--- src/include/ssc_pkg.sv ---
// Purpose: Constants and types for the serial control-low and enable registers
// Assumes: Byte-wide register port, 8-bit offsets
// Notes:   Offsets are byte addresses on the plain register port
`default_nettype none
package ssc_pkg;
	localparam logic [7:0] CTRL_LOW_OFFSET   = 8'hB9;
	localparam logic [7:0] ENABLE_OFFSET     = 8'hBB;
	localparam logic [7:0] IRQ_STATUS_OFFSET = 8'hC0;
	localparam logic [7:0] IRQ_MASK_OFFSET   = 8'hC1;
	localparam logic [7:0] CTRL_LOW_RESET    = 8'h7D;
	localparam logic [7:0] ENABLE_RESET      = 8'h00;
	localparam logic [7:0] IRQ_MASK_RESET    = 8'h00;
	// Control-low fields
	localparam int SOFT_RESET_POS  = 1;
	localparam int WRITE_PROT_POS  = 4;
	localparam int IDLE_LEVEL_POS  = 5;
	localparam logic IDLE_LEVEL_RESET = 1'b1;
	// Enable fields
	localparam int CONFLICT_IE_POS = 0;
	localparam int RECV_EN_POS     = 3;
	localparam int XMIT_EN_POS     = 4;
	localparam int RECV_IE_POS     = 5;
	localparam int XEND_IE_POS     = 6;
	localparam int XEMPTY_IE_POS   = 7;
	localparam logic [7:0] ENABLE_USED_MASK = 8'hF9;
	// Event positions in status and mask registers
	localparam int EV_CONFLICT = 0;
	localparam int EV_OVERRUN  = 1;
	localparam int EV_RECV_FULL = 2;
	localparam int EV_XMIT_END = 3;
	localparam int EV_XMIT_EMPTY = 4;
	localparam int EV_COUNT    = 5;

	typedef struct packed {
		logic conflict;
		logic overrun;
		logic recv_full;
		logic xmit_end;
		logic xmit_empty;
	} ssc_flags_type;

	typedef struct packed {
		logic [7:0] addr;
		logic [7:0] wdata;
		logic       write;
		logic       read;
	} ssc_bus_type;
endpackage
`default_nettype wire

--- src/ssc_regs.sv ---
// Purpose: Control-low and enable registers of the synchronous serial unit, with interrupt gating
// Assumes: Flags and transfer activity come from the shift engine; inputs synchronous to clock
// Notes:   Soft reset is a one-cycle strobe; register contents are never touched by it
//
// Behaviour
// - Soft-reset write pulses engine reset for one cycle
// - Soft reset leaves all registers unchanged
// - Idle level written only with protect zero
// - Write-protect bit unstored, reads as one
// - Idle level read shows live output level
// - Permitted write sets idle output after transfer
// - Conflict enable gates conflict request
// - Receive enable bit enables reception
// - Transmit enable bit enables transmission
// - Receive interrupt enable gates full and overrun
// - Transmit-end enable gates transmit-end request
// - Transmit-empty enable gates transmit-empty request
// - Unassigned enable bits read as zero
// - All five sources share one request
`default_nettype none
module ssc_regs (
	input  wire logic                  clock,
	input  wire logic                  rst_b,
	input  wire ssc_pkg::ssc_bus_type  bus,
	output logic [7:0]                 rdata,
	input  wire ssc_pkg::ssc_flags_type flags,
	input  wire logic                  transfer_active,
	input  wire logic                  shift_data_out,
	output logic                       serial_data_out,
	output logic                       engine_reset,
	output logic                       receive_enable,
	output logic                       transmit_enable,
	output logic                       serial_irq_request,
	output logic                       irq
);
	logic       rst_meta;
	logic       rst_sync_b;
	logic       idle_level;
	logic [7:0] enable_reg;
	logic [4:0] irq_status;
	logic [4:0] irq_mask;
	logic       soft_reset_pulse;
	logic       flags_prev_any;
	ssc_pkg::ssc_flags_type flags_prev;

	always_ff @(posedge clock or negedge rst_b) begin
		if (!rst_b) begin
			rst_meta   <= 1'b0;
			rst_sync_b <= 1'b0;
		end else begin
			rst_meta   <= 1'b1;
			rst_sync_b <= rst_meta;
		end
	end

	wire wr_ctrl   = bus.write && (bus.addr == ssc_pkg::CTRL_LOW_OFFSET);
	wire wr_enable = bus.write && (bus.addr == ssc_pkg::ENABLE_OFFSET);
	wire wr_status = bus.write && (bus.addr == ssc_pkg::IRQ_STATUS_OFFSET);
	wire wr_mask   = bus.write && (bus.addr == ssc_pkg::IRQ_MASK_OFFSET);

	// Level change is accepted only when protect is cleared in the same write
	wire idle_write_ok = wr_ctrl && !bus.wdata[ssc_pkg::WRITE_PROT_POS];
	wire next_soft_reset = wr_ctrl && bus.wdata[ssc_pkg::SOFT_RESET_POS];

	always_ff @(posedge clock or negedge rst_sync_b) begin
		if (!rst_sync_b) begin
			idle_level       <= ssc_pkg::IDLE_LEVEL_RESET;
			soft_reset_pulse <= 1'b0;
		end else begin
			soft_reset_pulse <= next_soft_reset;
			if (idle_write_ok) begin
				idle_level <= bus.wdata[ssc_pkg::IDLE_LEVEL_POS];
			end
		end
	end

	// Soft reset never reaches these registers, only the engine strobe
	always_ff @(posedge clock or negedge rst_sync_b) begin
		if (!rst_sync_b) begin
			enable_reg <= ssc_pkg::ENABLE_RESET;
			irq_mask   <= ssc_pkg::IRQ_MASK_RESET[4:0];
		end else begin
			if (wr_enable) begin
				enable_reg <= bus.wdata & ssc_pkg::ENABLE_USED_MASK;
			end
			if (wr_mask) begin
				irq_mask <= bus.wdata[4:0];
			end
		end
	end

	assign engine_reset    = soft_reset_pulse;
	assign receive_enable  = enable_reg[ssc_pkg::RECV_EN_POS];
	assign transmit_enable = enable_reg[ssc_pkg::XMIT_EN_POS];

	// Between transfers the pin holds the programmed idle level
	always_ff @(posedge clock or negedge rst_sync_b) begin
		if (!rst_sync_b) begin
			serial_data_out <= ssc_pkg::IDLE_LEVEL_RESET;
		end else begin
			serial_data_out <= transfer_active ? shift_data_out : idle_level;
		end
	end

	wire gate_conflict = flags.conflict   && enable_reg[ssc_pkg::CONFLICT_IE_POS];
	wire gate_overrun  = flags.overrun    && enable_reg[ssc_pkg::RECV_IE_POS];
	wire gate_full     = flags.recv_full  && enable_reg[ssc_pkg::RECV_IE_POS];
	wire gate_end      = flags.xmit_end   && enable_reg[ssc_pkg::XEND_IE_POS];
	wire gate_empty    = flags.xmit_empty && enable_reg[ssc_pkg::XEMPTY_IE_POS];
	wire [4:0] gated   = {gate_empty, gate_end, gate_full, gate_overrun, gate_conflict};
	assign serial_irq_request = |gated;

	// Rising edges of gated requests are the sticky events; set beats clear
	logic [4:0] gated_prev;
	wire  [4:0] rise = gated & ~gated_prev;
	wire  [4:0] next_status = (irq_status & ~(wr_status ? bus.wdata[4:0] : 5'h00)) | rise;

	always_ff @(posedge clock or negedge rst_sync_b) begin
		if (!rst_sync_b) begin
			gated_prev <= 5'h00;
			irq_status <= 5'h00;
		end else begin
			gated_prev <= gated;
			irq_status <= next_status;
		end
	end

	assign irq = |(irq_status & irq_mask);

	wire [7:0] ctrl_view = (8'h00 | (8'h01 << ssc_pkg::WRITE_PROT_POS))
		| ({7'h00, serial_data_out} << ssc_pkg::IDLE_LEVEL_POS);
	wire [7:0] next_rdata =
		(bus.addr == ssc_pkg::CTRL_LOW_OFFSET)   ? ctrl_view :
		(bus.addr == ssc_pkg::ENABLE_OFFSET)     ? enable_reg :
		(bus.addr == ssc_pkg::IRQ_STATUS_OFFSET) ? {3'h0, irq_status} :
		(bus.addr == ssc_pkg::IRQ_MASK_OFFSET)   ? {3'h0, irq_mask} : 8'h00;

	always_ff @(posedge clock or negedge rst_sync_b) begin
		if (!rst_sync_b) begin
			rdata <= 8'h00;
		end else begin
			rdata <= bus.read ? next_rdata : 8'h00;
		end
	end
endmodule // ssc_regs
`default_nettype wire

--- config.mk ---
export PLATFORM = sky130hd
export DESIGN_NAME = ssc_regs
export DESIGN_NICKNAME = d
export VERILOG_FILES = /design/src/include/ssc_pkg.sv /design/src/ssc_regs.sv
export SDC_FILE = /design/constraint.sdc
export NUM_CORES = 1
export LEC_CHECK = 0
export BUFFER_PORTS_ARGS = -buffer_cell sky130_fd_sc_hd__buf_4
export CORE_UTILIZATION = 35
export DETAILED_ROUTE_END_ITERATION = 16
export PLACE_DENSITY = 0.64
export SYNTH_ARGS = -nofsm -noshare
export SYNTH_HDL_FRONTEND = slang
export SYNTH_SLANG_ARGS = --single-unit
--- constraint.sdc ---
create_clock -name clock -period 1.4 [get_ports clock]
set_clock_uncertainty 0.05 [all_clocks]
set_input_delay 0.28 -clock clock [delete_from_list [all_inputs] [get_ports clock]]
set_output_delay 0.28 -clock clock [all_outputs]
set_load 0.02 [all_outputs]
==> impl_metrics.csv <==
group,metric,value,unit
cells_and_area,fin_area,2068,um^2
critical_path,crit_required,1.07,ns
synthesis,synthArstFlopShare,1.000,
pwr,leakage,1.093,nW
synthesis,syn_area_per_cell,12.41,um^2
sta,rsz0062_at_grt,"yes",
job,max_cap_violations,0,
synthesis,synth-xor-area-share,0,
floorplanning,die_w,65.59,um
clock_network,cts_sinks,34,
drt,finalWirelength,3343,um
synthesis,synthTopCellsByArea,"dfrtp_1, mux2_2, mux2i_1",
cells_and_area,nFillCells,349,
grt,busiest_layer,"met2",
critical_path,critPathLaunchType,"flip-flop",
clock_network,clk_transition_reported_paths,0.07,ns
pwr,power_density,1074,nW/um^2
sta,drv_slew,0,
grt,grt_pass1_wl,5471,um
floorplanning,die_h,65.59,um
sta,timing.fmax,612.3,MHz
drt,via_per_inst,4.888,
synthesis,yosysTopAreaCellShare,0.5659,
drt,avgRoutedWirePerCell,14.35,um
sta,finalCritPeriodShare,1.166,
critical_path,ff2ff_path_depth,7,
synthesis,synth_ff_type,"dfrtp_1",
placed_design,hpwlAfterDp,2445,um
cells_and_area,largest_reg_flops,8,
drt,firstDrtPassIters,4,
clock_network,cts_root_buffer,"clkbuf_8",
critical_path,cp.depth,3,
synthesis,yosysUniqueCellTypes,27,
grt,grt_pass1_vias,1195,
synthesis,syn_inst,114,
synthesis,ys_ff_latch,34,
synthesis,synth_common_cells,"dfrtp_1, mux2_2, inv_1",
clock_network,insertion_delay,0.29,ns
cells_and_area,layout-drive-gt1-share,0.5027,
synthesis,yosysSeqAreaShare,0.6030,
synthesis,yosys_warnings,0,
critical_path,cpPeakStageDelay,0.38,ns
synthesis,synth_mux_area_frac,0.1459,
grt,use_met3,0.04514,
drt,final_antenna_net_count,0,
synthesis,synth-edff-count,0,
synthesis,synth_fa_ha_area_frac,0,
synthesis,syn_area,1415,um^2
worst_hold_path,hold_class,"in -> reg",
critical_path,cp-startpoint,"irq_mask[3]",
pwr,ir_drop,0.6343,mV
run_status,outcome,"complete, but fails checks",
sta,setup_slack,-0.2331,ns
critical_path,path_cells,"a222oi_1 -> nand2_1 -> buf_4",
sta,setup_viol_count_final,2,
clock_network,cts_tree,"done",
grt,grt_use_total,0.1754,
floorplanning,pin_count,41,
grt,antenna_found_initial,0,
critical_path,slowest_stage,"dfrtp_1",
floorplanning,core_area,3771,um^2
clock_network,htree_num_levels,2,
floorplanning,die_area,4301,um^2
critical_path,path_class,"reg -> out",
clock_network,clockBufferDepth,2,
grt,grt_util_met1,0.2055,
worst_hold_path,hp-start,"bus[8]",
clock_network,cts_made_buffers,5,
drt,first_iter_violations,33,
cells_and_area,area_growth,46.15,%
sta,min_period,1.633,ns
drt,route.detailed.drc,0,
critical_path,rr_endpoint,"irq_status[1]",
synthesis,synth_most_common_cell,"dfrtp_1",
synthesis,yosysTopAreaCell,"dfrtp_1",
cells_and_area,fin_nets,211,
critical_path,critPathTopFamily,"flip-flops",
sta,whs,0.1717,ns
grt,met2_usage,0.2912,
critical_path,crit_path_end_kind,"output port",
cells_and_area,diodes,0,
critical_path,cp_max_fo,2,
synthesis,syn_nets,141,
placed_design,gp_congestion,0.7837,
critical_path,arrival,1.30,ns
synthesis,synth-simple-area-share,0.1397,
critical_path,crit_buf_inv,1,
critical_path,reg2reg_slack,0.12,ns
critical_path,r2r-start,"enable_reg[5]",
sta,finalHoldViolations,0,
synthesis,synth_compound_area_frac,0.07427,
critical_path,crit_end,"irq",
synthesis,synth_top_family_by_area,"multiplexers",
run_status,violations,"negative setup slack",
floorplanning,core.rowCount,22,
grt,overflow,0,
placed_design,io_buffers,40,
grt,grt_max_degree,33,
placed_design,dpl_cell_area,1881,um^2
drt,vias,1139,
floorplanning,initial_utilization,0.3752,
==> metal layers <==
layer  wire length (um)  vias up  share of wire
li1                   -      547              -
met1               1375      540           0.41
met2               1666       41           0.50
met3                229       11          0.069
met4                 72        0          0.022
met5                  0        -              0
==> worst min-delay path by stage <==
stage                     slack (ns)            end  depth (start not counted)
after floorplan                -0.07       rst_meta                          0
after global placement          0.01     rst_sync_b                          1
after detailed placement        0.01     rst_sync_b                          1
after CTS                       0.17  gated_prev[1]                          3
after global routing            0.17  enable_reg[7]                          2
final                           0.17  enable_reg[6]                          2
==> logic make-up after synthesis <==
group | after synthesis
flops | 34
buf+inv | 13
other cells | 1
mux | 19
compound gates | 15
simple gates | 32
==> metrics by stage <==
step / utilization / TNS, ns / cells / worst slack [ns] / power (mW)
6_report: 0.5484 / -0.3779 / 233 / -0.2331 / 2.222
5_1_grt: 0.5484 / -0.5388 / 233 / -0.3286 / 2.326
4_1_cts: 0.5455 / -0.5567 / 234 / -0.2642 / 2.223
3_5_place_dp: 0.4987 / -3.672 / 215 / -0.2463 / 1.455
3_3_place_gp: 0.4987 / -3.167 / 215 / -0.1776 / 1.440
2_1_floorplan: - / 0 / 114 / 0.003551 / 1.283
==> timing repair <==
action                                  4_1_cts  5_1_grt
pin swaps                                     6        6
gates resized for setup                       1        6
hold buffers                                  1        0
setup buffers                                10        1
endpoints found under the hold margin         2        0
endpoints found under the setup margin        2        9
==> worst reg2reg max path: cells and delay by family, from the launching register on <==
family	cells	cell delay (ns)
buffers and inverters	5	0.58
flip-flops	1	0.40
AND/OR/NAND/NOR	1	0.07
AO/OA/AOI/OAI	1	0.11
==> report_power, final <==
part,internal [mW],switching [mW]
Clock,0.396,0.349
Combinational,0.200,0.157
Sequential,1.06,0.0569
Total,1.66,0.563
==> cells in the final DEF (no fill, tap or decap), types with 2 or more instances in the layout <==
cell type / n
nor4_1: 2
nand2_1: 8
nor2b_1: 3
nor2_1: 3
buf_4: 63
dfrtp_1: 32
o21ai_0: 4
inv_1: 10
mux2_2: 13
dfstp_2: 2
nand4_1: 2
o22ai_1: 3
nand4b_1: 2
mux2i_1: 6
and3_1: 2
o41ai_1: 5
clkbuf_8: 6
==> layout make-up <==
class / count / area [um^2] / area share
inverter: 11 / 41.29 / 0.01996
tap: 48 / 60.06 / 0.02904
sequential: 34 / 853.3 / 0.4126
clock buffer: 7 / 86.33 / 0.04174
multi-input combinational: 67 / 528.0 / 0.2553
clock inverter: 1 / 5.005 / 0.002420
timing repair buffer: 65 / 494.2 / 0.2390
Note: power is estimated with default switching activity, not from simulation.
